## config.mk

```make
export PLATFORM = sky130hd
export DESIGN_NAME = dmacc_top
export DESIGN_NICKNAME = d
export VERILOG_FILES = /design/src/logic/dmacc_pkg.sv /design/src/logic/dmacc_arbiter.sv /design/src/logic/dmacc_top.sv
export VERILOG_INCLUDE_DIRS = /design/src /design/src/logic
export SDC_FILE = /design/constraint.sdc
export NUM_CORES = 1
export LEC_CHECK = 0
export ABC_CLOCK_PERIOD_IN_PS = 8200
export BUFFER_PORTS_ARGS = -buffer_cell sky130_fd_sc_hd__buf_2
export CAP_MARGIN = 20
export CORE_UTILIZATION = 45
export DETAILED_ROUTE_END_ITERATION = 10
export GPL_TIMING_DRIVEN = 0
export PLACE_DENSITY_LB_ADDON = 0.05
export SYNTH_ARGS = -nofsm -noshare
export SYNTH_HDL_FRONTEND = slang
export SYNTH_SLANG_ARGS = --single-unit
```

## constraint.sdc

```tcl
create_clock -name clk_sys_i -period 8.2 [get_ports clk_sys_i]
set_input_delay 0.41 -clock clk_sys_i [delete_from_list [all_inputs] [get_ports clk_sys_i]]
set_output_delay 0.41 -clock clk_sys_i [all_outputs]
set_load 0.02 [all_outputs]
```

## src/logic/dmacc_defs.svh

```systemverilog
// constants for the dma channel control block
// How it works
// completion with interrupt enable set raises the interrupt request output
// variable byte length: eighth-bit mode picks 8 or 7 low length bits
// priority 00: cpu access always goes first, dma waits
// priority 01: dma wins over cpu at least every second attempt
// priority 10: dma always wins; 11 reserved, treated like 10
// abort write disarms channels written one; abort reads zero
// unarmed channel never transfers; arm bits read/write, reset zero; a channel disarmed while selected can still get one grant
// single and block modes disarm themselves when count is reached
// writing one to manual request acts as one trigger; zero ignored
// manual request bit clears when its channel is granted memory; an abort write that spares the channel in the grant cycle keeps it set
// first pointer from two bytes, reset zero, locates channel 0 config
// second pointer from two bytes, reset zero, starts channels 1-4 config
// done flag sets on completion, software writes zero to clear
// usb write byte order bit: 0 big endian, 1 little endian
// usb read byte order bit: 0 big endian, 1 little endian
// software writes zero arm bits for channels it keeps during abort
// configs for channels 1-4 fetched from one 32-byte area
// done flag sets regardless of the interrupt enable field
// transfer modes single, block, repeated single, repeated block
// channel n config at second pointer plus eight times n minus one
// equal priority pending channels: lowest number served first
`ifndef DMACC_DEFS_SVH
`define DMACC_DEFS_SVH
`define DMACC_ADR_ENDIAN   8'h95
`define DMACC_ADR_DONE     8'hD1
`define DMACC_ADR_P1L      8'hD2
`define DMACC_ADR_P1H      8'hD3
`define DMACC_ADR_P0L      8'hD4
`define DMACC_ADR_P0H      8'hD5
`define DMACC_ADR_ARM      8'hD6
`define DMACC_ADR_REQ      8'hD7
`define DMACC_ABORT_BIT    7
`define DMACC_USBW_BIT     1
`define DMACC_USBR_BIT     0
`define DMACC_CFG_BYTES    16'h0008
`define DMACC_VARIABLE_LENGTH_MODE_FIXED   3'h0
`define DMACC_VARIABLE_LENGTH_MODE_ALT     3'h7
`define DMACC_PRIO_LOW     2'h0
`define DMACC_PRIO_NORM    2'h1
`define DMACC_TM_SINGLE    2'h0
`define DMACC_TM_BLOCK     2'h1
`define DMACC_TM_RSINGLE   2'h2
`define DMACC_LEN7_MASK    13'h007F
`define DMACC_LEN8_MASK    13'h00FF
`endif

```

## src/logic/dmacc_pkg.sv

```systemverilog
// types shared by the dma channel control block
package dmacc_pkg;
   typedef enum logic [1:0] {DMACC_TM_SGL, DMACC_TM_BLK,
                             DMACC_TM_RSGL, DMACC_TM_RBLK} dmacc_transfer_mode_e;
   typedef enum logic [1:0] {DMACC_IDLE, DMACC_XFER} dmacc_state_e;
endpackage : dmacc_pkg

```

## src/logic/dmacc_arbiter.sv

```systemverilog
// cpu against dma memory arbiter with per-priority policy
`timescale 1ns/100ps
`include "dmacc_defs.svh"
module dmacc_arbiter (
   // clock and reset
   input  wire logic       clk_sys_i,
   input  wire logic       rst_i,
   // requests
   input  wire logic       dma_req_i,
   input  wire logic [1:0] prio_i,
   input  wire logic       cpu_req_i,
   // outcome
   output logic            dma_win_o
);
   typedef struct packed {
      logic lost;
   } dmacc_arb_s;
   dmacc_arb_s st, next_st;
   logic win;

   always_comb begin
      next_st = st;
      if (!cpu_req_i)
         win = dma_req_i;
      else if (prio_i == `DMACC_PRIO_LOW)
         win = 1'b0;
      else if (prio_i == `DMACC_PRIO_NORM)
         win = dma_req_i && st.lost;
      else
         win = dma_req_i;
      if (dma_req_i)
         next_st.lost = !win;
      dma_win_o = win;
   end

   always_ff @(posedge clk_sys_i) begin
      if (rst_i)
         st <= '0;
      else
         st <= next_st;
   end
endmodule : dmacc_arbiter

```

## src/logic/dmacc_top.sv

```systemverilog
// dma channel control: registers, channel selection, arbitration, completion
`timescale 1ns/100ps
`include "dmacc_defs.svh"
module dmacc_top #(
   parameter int NCH = 5
) (
   // clock and reset
   input  wire logic              clk_sys_i,
   input  wire logic              rst_i,
   // special function register port
   input  wire logic [7:0]        sfr_addr_i,
   input  wire logic              sfr_wr_i,
   input  wire logic [7:0]        sfr_wdata_i,
   output logic      [7:0]        sfr_rdata_o,
   // per-channel configuration tail fields, one entry per channel
   input  wire logic [NCH-1:0]    completion_irq_enable_i,
   input  wire logic [NCH-1:0]    eighth_bit_length_mode_i,
   input  wire logic [NCH*3-1:0]  variable_length_mode_i,
   input  wire logic [NCH-1:0]    word_transfer_select_i,
   input  wire logic [NCH*2-1:0]  transfer_mode_i,
   input  wire logic [NCH*2-1:0]  priority_i,
   input  wire logic [NCH*13-1:0] transfer_count_i,
   // triggers and memory side
   input  wire logic [NCH-1:0]    trigger_i,
   input  wire logic              cpu_req_i,
   input  wire logic              mem_done_i,
   input  wire logic [7:0]        length_byte_i,
   input  wire logic              length_valid_i,
   // outputs
   output logic                   dma_grant_o,
   output logic      [2:0]        grant_ch_o,
   output logic      [15:0]       cfg_addr_o,
   output logic      [12:0]       count_limit_o,
   output logic                   irq_req_o,
   output logic                   usb_write_little_endian_o,
   output logic                   usb_read_little_endian_o
);
   initial begin
      if (NCH < 2 || NCH > 8)
         $error("NCH out of range");
   end

   typedef struct packed {
      logic [NCH-1:0]            arm;
      logic [NCH-1:0]            manreq;
      logic [NCH-1:0]            pend;
      logic [NCH-1:0]            done;
      logic [15:0]               ptr0;
      logic [15:0]               ptr1;
      logic [7:0]                endian;
      dmacc_pkg::dmacc_state_e   state;
      logic [2:0]                ch;
      logic [12:0]               cnt;
      logic [12:0]               limit;
      logic                      grant;
      logic                      busy;
      logic [15:0]               cfg_addr;
      logic                      irq;
      logic [7:0]                rdata;
   } dmacc_st_s;
   dmacc_st_s st, next_st;
   logic      dma_win;
   logic      any_ready;
   logic [2:0] pick;

   // config address of channel n
   function automatic logic [15:0] cfg_of(input logic [2:0] n,
                                          input logic [15:0] p0,
                                          input logic [15:0] p1);
      if (n == 3'h0)
         cfg_of = p0;
      else
         cfg_of = p1 + 16'(n - 3'h1) * `DMACC_CFG_BYTES;
   endfunction : cfg_of

   // best ready channel: highest priority class, lowest index
   always_comb begin
      logic [1:0] best;
      best = 2'h0;
      any_ready = 1'b0;
      pick = 3'h0;
      for (int i = NCH - 1; i >= 0; i--) begin
         if (st.arm[i] && st.pend[i] &&
             (!any_ready || priority_i[i*2 +: 2] >= best)) begin
            any_ready = 1'b1;
            best = priority_i[i*2 +: 2];
            pick = 3'(i);
         end
      end
   end

   dmacc_arbiter u_arb (
      .clk_sys_i (clk_sys_i),
      .rst_i     (rst_i),
      .dma_req_i (st.state == dmacc_pkg::DMACC_XFER && !st.busy),
      .prio_i    (priority_i[st.ch*2 +: 2]),
      .cpu_req_i (cpu_req_i),
      .dma_win_o (dma_win)
   );

   always_comb begin
      logic [NCH-1:0] wr_arm;
      logic [12:0]    lim;
      logic [2:0]     vl;
      logic [1:0]     tm;
      logic           fin;
      wr_arm = '0;
      lim = 13'h0000;
      vl = 3'h0;
      tm = 2'h0;
      fin = 1'b0;
      next_st = st;
      next_st.grant = 1'b0;
      next_st.irq = 1'b0;
      // a manual request queues once at its write, not every cycle it stands
      next_st.pend = st.pend | trigger_i;
      // channel engine
      case (st.state)
         dmacc_pkg::DMACC_IDLE: begin
            if (any_ready) begin
               next_st.state = dmacc_pkg::DMACC_XFER;
               next_st.ch = pick;
               next_st.cnt = 13'h0000;
               next_st.busy = 1'b0;
               next_st.limit = transfer_count_i[pick*13 +: 13];
               next_st.cfg_addr = cfg_of(pick, st.ptr0, st.ptr1);
               next_st.pend[pick] = 1'b0;
            end
         end
         dmacc_pkg::DMACC_XFER: begin
            vl = variable_length_mode_i[st.ch*3 +: 3];
            tm = transfer_mode_i[st.ch*2 +: 2];
            if (length_valid_i && vl != `DMACC_VARIABLE_LENGTH_MODE_FIXED &&
                vl != `DMACC_VARIABLE_LENGTH_MODE_ALT && !word_transfer_select_i[st.ch]) begin
               lim = eighth_bit_length_mode_i[st.ch] ?
                     ({5'h00, length_byte_i} & `DMACC_LEN7_MASK) :
                     ({5'h00, length_byte_i} & `DMACC_LEN8_MASK);
               if (lim < st.limit)
                  next_st.limit = lim;
            end
            // one grant per unit: no new request until memory answers
            if (dma_win) begin
               next_st.grant = 1'b1;
               next_st.busy = 1'b1;
               next_st.manreq[st.ch] = 1'b0;
            end
            if (mem_done_i) begin
               next_st.busy = 1'b0;
               next_st.cnt = st.cnt + 13'h0001;
               // block modes run on, single modes stop per trigger
               fin = (st.cnt + 13'h0001 >= st.limit);
               if (fin || tm == `DMACC_TM_SINGLE || tm == `DMACC_TM_RSINGLE)
                  next_st.state = dmacc_pkg::DMACC_IDLE;
               if (fin) begin
                  next_st.done[st.ch] = 1'b1;
                  next_st.irq = completion_irq_enable_i[st.ch];
                  if (!tm[1])
                     next_st.arm[st.ch] = 1'b0;
               end
            end
            if (!st.arm[st.ch])
               next_st.state = dmacc_pkg::DMACC_IDLE;
         end
         default: next_st.state = dmacc_pkg::DMACC_IDLE;
      endcase
      // register writes
      if (sfr_wr_i) begin
         case (sfr_addr_i)
            `DMACC_ADR_ENDIAN: next_st.endian = sfr_wdata_i;
            `DMACC_ADR_DONE:
               // write zero clears; a completion this cycle still wins unless its flag was already set
               next_st.done = (st.done & sfr_wdata_i[NCH-1:0]) |
                              (next_st.done & ~st.done);
            `DMACC_ADR_P1L: next_st.ptr1[7:0] = sfr_wdata_i;
            `DMACC_ADR_P1H: next_st.ptr1[15:8] = sfr_wdata_i;
            `DMACC_ADR_P0L: next_st.ptr0[7:0] = sfr_wdata_i;
            `DMACC_ADR_P0H: next_st.ptr0[15:8] = sfr_wdata_i;
            `DMACC_ADR_ARM: begin
               wr_arm = sfr_wdata_i[NCH-1:0];
               if (sfr_wdata_i[`DMACC_ABORT_BIT]) begin
                  // software keeps others by writing zero to them
                  next_st.arm = next_st.arm & ~wr_arm;
                  next_st.pend = next_st.pend & ~wr_arm;
                  next_st.manreq = st.manreq & ~wr_arm;
                  if (wr_arm[st.ch])
                     next_st.state = dmacc_pkg::DMACC_IDLE;
               end else
                  next_st.arm = wr_arm;
            end
            `DMACC_ADR_REQ: begin
               next_st.manreq = next_st.manreq | sfr_wdata_i[NCH-1:0];
               next_st.pend = next_st.pend | sfr_wdata_i[NCH-1:0];
            end
            default: ;
         endcase
      end
      // read data, registered
      case (sfr_addr_i)
         `DMACC_ADR_ENDIAN: next_st.rdata = st.endian;
         `DMACC_ADR_DONE:   next_st.rdata = 8'(st.done);
         `DMACC_ADR_P1L:    next_st.rdata = st.ptr1[7:0];
         `DMACC_ADR_P1H:    next_st.rdata = st.ptr1[15:8];
         `DMACC_ADR_P0L:    next_st.rdata = st.ptr0[7:0];
         `DMACC_ADR_P0H:    next_st.rdata = st.ptr0[15:8];
         `DMACC_ADR_ARM:    next_st.rdata = 8'(st.arm);
         `DMACC_ADR_REQ:    next_st.rdata = 8'(st.manreq);
         default:           next_st.rdata = 8'h00;
      endcase
   end

   always_ff @(posedge clk_sys_i) begin
      if (rst_i)
         st <= '0;
      else
         st <= next_st;
   end

   assign sfr_rdata_o = st.rdata;
   assign dma_grant_o = st.grant;
   assign grant_ch_o = st.ch;
   assign cfg_addr_o = st.cfg_addr;
   assign count_limit_o = st.limit;
   assign irq_req_o = st.irq;
   assign usb_write_little_endian_o = st.endian[`DMACC_USBW_BIT];
   assign usb_read_little_endian_o = st.endian[`DMACC_USBR_BIT];
endmodule : dmacc_top

```

; After elaboration in Yosys (flattened, before gate mapping)
; Index checks and enable logic that the tools add are counted.
[op_classes]
n_addsub = 3
mul = 2
n_lt_le_gt_ge = 10
eq_ne = 17
shift = 4
mux = 71
bitwise = 20
n_reduce_logical = 46
[ops]
columns = op, count
row1 = 65-bit by 8-bit indexed part select with 13-bit output, 1
row2 = 8-bit == test (second input constant), 8
row3 = 8-bit case mux with 8 select lines, 1
row4 = 62-bit 2-to-1 mux, 1
row5 = 5-bit 2-to-1 mux, 12
row6 = 26-bit case mux with 2 select lines, 1
row7 = 8-bit 2-to-1 mux, 6
row8 = 5-bit AND, 8
row9 = 13-bit 2-to-1 mux, 3
row10 = 31-bit 2-to-1 mux, 1
row11 = 5-bit bitwise OR, 5
row12 = 2-bit 2-to-1 mux, 11
row13 = 10-bit 2-to-1 mux, 2
row14 = 5-bit NOT, 4
row15 = 10-bit case mux with 2 select lines, 1
row16 = 10-bit by 5-bit indexed part select with 2-bit output, 2
row17 = 17-bit 2-to-1 mux, 1
row18 = 16-bit adder, 1
row19 = 1-bit logical AND, 16
row20 = 1-bit 2-to-1 mux, 16
row21 = 16-bit 2-to-1 mux, 1
row22 = 1-bit binary-select mux with 3-bit select, 5
row23 = 3-bit 2-to-1 mux, 5
row24 = 15-bit by 6-bit indexed part select with 3-bit output, 1
row25 = other kinds (29), 60
[word_totals]
register_bits = 119
in_bits = 150
word_cells = 192

; Longest topological paths before layout
[depth]
ltp_word = 30
depth_mapped = 36
mapped_depth_nobuf = 34

; By module
; Synthesis repeated with hierarchy kept, for this count alone.
[unflattened]
cells_unflattened = 1018
area_unflattened_um2 = 8074.0
[modules_own_cells]
columns = mod, n_inst, cells_each, area_per_inst_um2, seq_area_each_um2
row1 = dmacc_top, 1, 1011, 8016.4, 2362.3
row2 = dmacc_arbiter, 1, 7, 57.6, 20.0

; Worst setup path after synthesis
; Ideal clock, no wire load.
[synth_path]
path_kind = in2reg
start = in priority_i[8]
end = reg st (netlist bit cfg_addr_o[13])
arrival_ns = 7.051
t_required_ns = 8.078
path_slack_ns = 1.027
path_stages = 34
path_buffers = 2
path_cell_list = and3_1 -> ha_1 -> nand2b_1 -> a211oi_1 -> nor2_1 -> mux2_2 -> ha_1 -> nand2b_1 -> a221oi_1 -> nor2_1 -> nor2_1 -> a21oi_1 -> ha_1 -> nand2b_1 -> a211oi_2 -> or2_2 -> mux2_2 -> ha_1 -> nor3b_1 -> or3_1 -> clkbuf_1 -> nand2_1 -> a21oi_4 -> inv_2 -> buf_2 -> ha_1 -> fa_1 -> nand2b_1 -> a21oi_1 -> o211a_1 -> o21ai_0 -> mux2i_1 -> o21ai_0 -> a21oi_1
[synth_via]
elab_chain_cells = 20
word_cells_on_any_way = 32
[synth_lines]
columns = element, line
row1 = start: declaration, dmacc_top.sv:21  ; input wire logic [NCH*2-1:0] priority_i,
row2 = 2-bit 2-to-1 mux *, dmacc_top.sv:83  ; if (st.arm[i] && st.pend[i] &&
row3 = 2-bit >= comparator, dmacc_top.sv:84  ; (!any_ready || priority_i[i*2 +: 2] >= best)) begin
row4 = 1-bit logical OR, dmacc_top.sv:84
row5 = 1-bit logical AND, dmacc_top.sv:83
row6 = 2-bit 2-to-1 mux or 1-bit 2-to-1 mux (tied branches), dmacc_top.sv:83
row7 = 2-bit >= comparator or 1-bit logical NOT (tied branches), dmacc_top.sv:84
row8 = 1-bit logical OR, dmacc_top.sv:84
row9 = 1-bit logical AND, dmacc_top.sv:83
row10 = [... 4 more ...], -
row11 = 2-bit 2-to-1 mux or 1-bit 2-to-1 mux (tied branches), dmacc_top.sv:83
row12 = 2-bit >= comparator or 1-bit logical NOT (tied branches), dmacc_top.sv:84
row13 = 1-bit logical OR, dmacc_top.sv:84
row14 = 1-bit logical AND, dmacc_top.sv:83
row15 = 3-bit 2-to-1 mux, dmacc_top.sv:83
row16 = 3-bit by 1-bit subtractor with 4-bit output, dmacc_top.sv:73  ; cfg_of = p1 + 16'(n - 3'h1) * `DMACC_CFG_BYTES;
row17 = 16-bit adder (no source line), -
row18 = 16-bit 2-to-1 mux, dmacc_top.sv:70  ; if (n == 3'h0)
row19 = end signal: assignment, dmacc_top.sv:215  ; st <= next_st;
row20 = end: declaration, dmacc_top.sv:61  ; dmacc_st_s st, next_st;
; Every way passes the cells marked *; elsewhere a longest branch is shown, timed or not.
; A chain may end at the register's enable or synchronous reset.

; Worst setup path after layout
[layout_path]
start = reg st[107] (netlist name)
end = reg st (netlist bit cfg_addr_o[13])
[layout_via]
elab_chain_cells = 21
word_cells_on_any_way = 36
[layout_lines]
columns = element, line
row1 = 1-bit logical AND *, dmacc_top.sv:83
row2 = 2-bit 2-to-1 mux or 1-bit 2-to-1 mux (tied branches), dmacc_top.sv:83
row3 = 2-bit >= comparator or 1-bit logical NOT (tied branches), dmacc_top.sv:84
row4 = 1-bit logical OR, dmacc_top.sv:84
row5 = 1-bit logical AND, dmacc_top.sv:83
row6 = 2-bit 2-to-1 mux or 1-bit 2-to-1 mux (tied branches), dmacc_top.sv:83
row7 = 2-bit >= comparator or 1-bit logical NOT (tied branches), dmacc_top.sv:84
row8 = 1-bit logical OR, dmacc_top.sv:84
row9 = [... 5 more ...], -
row10 = 2-bit 2-to-1 mux or 1-bit 2-to-1 mux (tied branches), dmacc_top.sv:83
row11 = 2-bit >= comparator or 1-bit logical NOT (tied branches), dmacc_top.sv:84
row12 = 1-bit logical OR, dmacc_top.sv:84
row13 = 1-bit logical AND, dmacc_top.sv:83
row14 = 3-bit 2-to-1 mux, dmacc_top.sv:83
row15 = 3-bit by 1-bit subtractor with 4-bit output, dmacc_top.sv:73
row16 = 16-bit adder (no source line), -
row17 = 16-bit 2-to-1 mux, dmacc_top.sv:70
; Marks and branches as above.

==> impl_metrics.env <==
export IMPL_status="completed"
export IMPL_path_common_cell="ha_1"
export IMPL_cp_max_fo=12
export IMPL_viasPerCell=5.73
export IMPL_vias=8410
export IMPL_p_clk_share_pct=50.6
export IMPL_critPathCaptureType="flip-flop"
export IMPL_crit_cells=32
export IMPL_cts_made_buffers=17
export IMPL_nets=1424
export IMPL_r2r_end="cfg_addr_o[13]"
export IMPL_synth_top_area_share_pct=29.7
export IMPL_cts_hold_buf=0
export IMPL_drc=0
export IMPL_min_path_type="in2reg"
export IMPL_syn_nets=1213
export IMPL_synth_area_um2=8010
export IMPL_setup_violations=0
export IMPL_yosys_warnings=0
export IMPL_maxSlewHeadroom_pct=39.0
export IMPL_clockBufferDepth=2
export IMPL_detail_route_wl_per_cell_um=18.6
export IMPL_yosysTopAreaCell="dfxtp_1"
export IMPL_arrival_ns=8.01
export IMPL_cpLargestDelayFamily="compound AO/OA/AOI/OAI gates"
export IMPL_drive_gt1_share_pct=25.6
export IMPL_gp_congestion=0.894
export IMPL_crit_start="st[107]"
export IMPL_overflow=0
export IMPL_fin_skew_ns=0.0127
export IMPL_fmax_mhz=130
export IMPL_grt_max_degree=17
export IMPL_crit_path_end="cfg_addr_o[13]"
export IMPL_num_rows=48
export IMPL_p_sw_share_pct=25.2
export IMPL_die_area_um2=18300
export IMPL_cts_max_level=4
export IMPL_cp_required_ns=8.51
export IMPL_post_dp_hpwl_um=21100
export IMPL_tightest_slew_ns=0.910
export IMPL_netlist_top_cells_area="dfxtp_1, nand2_1, ha_1"
export IMPL_ys_top_cells_by_count="nand2_1, dfxtp_1, a21oi_1"
export IMPL_regToRegSetupSlack_ns=0.50
export IMPL_drt_first_pass_iters=5
export IMPL_syn_to_final_growth_pct=22.9
export IMPL_hold_path_startpoint="mem_done_i"
export IMPL_finalWirelength_um=27300
export IMPL_clock_sinks=119
export IMPL_ios=194
export IMPL_critPathKind="reg2reg"
export IMPL_core_area_um2=17400
export IMPL_tritoncts="yes"
export IMPL_grt_pass1_wl_um=41800
export IMPL_min_period_ns=7.70
export IMPL_rr_worst_depth=32
export IMPL_path_buf_inv=2
export IMPL_fillers=1716
export IMPL_insertion_delay_ns=0.43
export IMPL_diodes=0
export IMPL_track_usage_pct=30.1
export IMPL_antenna_found_initial=0
export IMPL_yosys_register_bits=119
export IMPL_path_clk_slew_ns=0.06
export IMPL_io_buffers=193
export IMPL_die_h_um=135
export IMPL_setup_tns_ns=0
export IMPL_r2r_start="st[107]"
export IMPL_ys_seq_area_share_pct=29.7
export IMPL_slew_violations=0
export IMPL_root_buffer="clkbuf_16"
export IMPL_maxCapViolations=0
export IMPL_synth_cell_types=72
export IMPL_synthCells=1019
export IMPL_crit_slowest_cell="dfxtp_1"
export IMPL_slowest_delay_ns=0.48
export IMPL_p_leak_uw=0.00407
export IMPL_async_flop_share_pct=0
export IMPL_initial_utilization_pct=46.2
export IMPL_drt_initial_drc_count=458
export IMPL_yosysMostFrequentCell="nand2_1"
export IMPL_finalHoldViolations=0
export IMPL_startpoint_type="flip-flop"
export IMPL_p_per_area_nw_per_um2=142
export IMPL_finish_utilization_pct=56.7
export IMPL_ant_nets=0
export IMPL_p_int_uw=1040
export IMPL_syn_avg_cell_area_um2=7.86
export IMPL_combPwrFrac_pct=7.6
export IMPL_seqPwrFrac_pct=41.8
export IMPL_synth_edff_count=0
export IMPL_vdd_ir_drop_max_mv=0.143
export IMPL_die_w_um=135
export IMPL_timing_final_crit_share_pct=93.9
export IMPL_switchingPower_uw=352
export IMPL_grt_pass1_vias=7749
export IMPL_ys_flop_type="dfxtp_1"
==> cell type report <==
cell class                      count  area, µm²  share of cell area [%]
Multi-Input combinational cell    763       4950                    50.3
Buffer                             97        551                    5.59
Timing Repair Buffer              194        973                    9.89
Clock buffer                       17        425                    4.32
Tap cell                          225        282                    2.86
Inverter                           38        143                    1.45
Clock inverter                     15        131                    1.34
Sequential cell                   119       2380                    24.2
==> timing repair <==
item / in CTS / in global routing
endpoints found under the setup margin: 5 / 10
buffers inserted: 1 / 0
gates resized for setup: 1 / 5
pin swaps: 0 / 0
==> sequential cells by signal, summed over array words and instances, names as in the netlist <==
signal and count:
cfg_addr_o 16, usb_read_little_endian_o 1, sfr_rdata_o 8, count_limit_o 13, irq_req_o 1, st 74
grant_ch_o 3, u_arb.st 1, dma_grant_o 1, usb_write_little_endian_o 1
==> worst min-delay path by stage <==
stage | endpoint | slack, ns | cells past startpoint
6_report | st[25] | 0.24 | 2
2_1_floorplan | st[25] | 0.43 | 2
3_5_place_dp | st[25] | 0.44 | 2
5_1_grt | st[25] | 0.24 | 2
3_3_place_gp | st[25] | 0.44 | 2
4_1_cts | st[25] | 0.23 | 2
==> cells by family after synthesis <==
| group | share of synthesized area, % |
|---|---|
| DFF | 29.7 |
| adders and majority gates | 6.97 |
| buffers and inverters | 8.75 |
| other | 0.0468 |
| and+or+nand+nor | 19.1 |
| xor gates and xnor gates | 1.97 |
| AOI/OAI and AO/OA | 27.0 |
| muxes | 6.39 |
==> stage by stage <==
step / total power, µW / std cells / hold slack [ns] / cell area, µm² / setup WS [ns]
global route: 1440 / 1468 / 0.241 / 9840 / -0.0137
detailed placement: 701 / 1437 / 0.442 / 9260 / -0.116
finish: 1400 / 1468 / 0.242 / 9840 / 0.501
floorplan: 641 / 1019 / 0.426 / 8010 / 1.03
global placement: 700 / 1437 / 0.440 / 9260 / -0.0718
CTS: 1400 / 1470 / 0.230 / 9820 / 0.0712
==> layer usage <==
metal,vias to the layer above,wire length [µm],GRT usage [%]
li1,4121,-,-
met1,3933,11800,37.9
met2,302,13000,50.3
met3,54,1740,5.61
met4,0,761,12.5
met5,-,0,0
==> power groups by stage <==
| stage | combinational [µW] | clock [µW] | sequential (µW) |
|---|---|---|---|
| final | 107 | 707 | 584 |
| after global routing | 116 | 739 | 584 |
| after CTS | 105 | 711 | 584 |
| after detailed placement | 105 | 0 | 596 |
| after global placement | 104 | 0 | 596 |
| after floorplan | 45.8 | 0 | 595 |
==> layout by cell type, fill, tap and decap left out, types with 13 or more instances in the layout <==
master / Yosys / routed
buf_4: 45 / 46
dfxtp_1: 119 / 118
ha_1: 43 / 43
o21ai_0: 54 / 54
clkbuf_1: 41 / 39
mux2i_1: 32 / 32
o31ai_1: 14 / 14
o211ai_1: 18 / 18
a21oi_1: 83 / 82
nor2_1: 70 / 69
nand2b_1: 13 / 13
nand3_1: 37 / 37
mux2_2: 13 / 13
nand2_1: 148 / 148
buf_2: 8 / 201
nor3_1: 19 / 19
inv_1: 35 / 35
xnor2_1: 16 / 16
clkbuf_16: 0 / 17
o22ai_1: 17 / 17
Note: power is estimated with default switching activity, not from simulation.
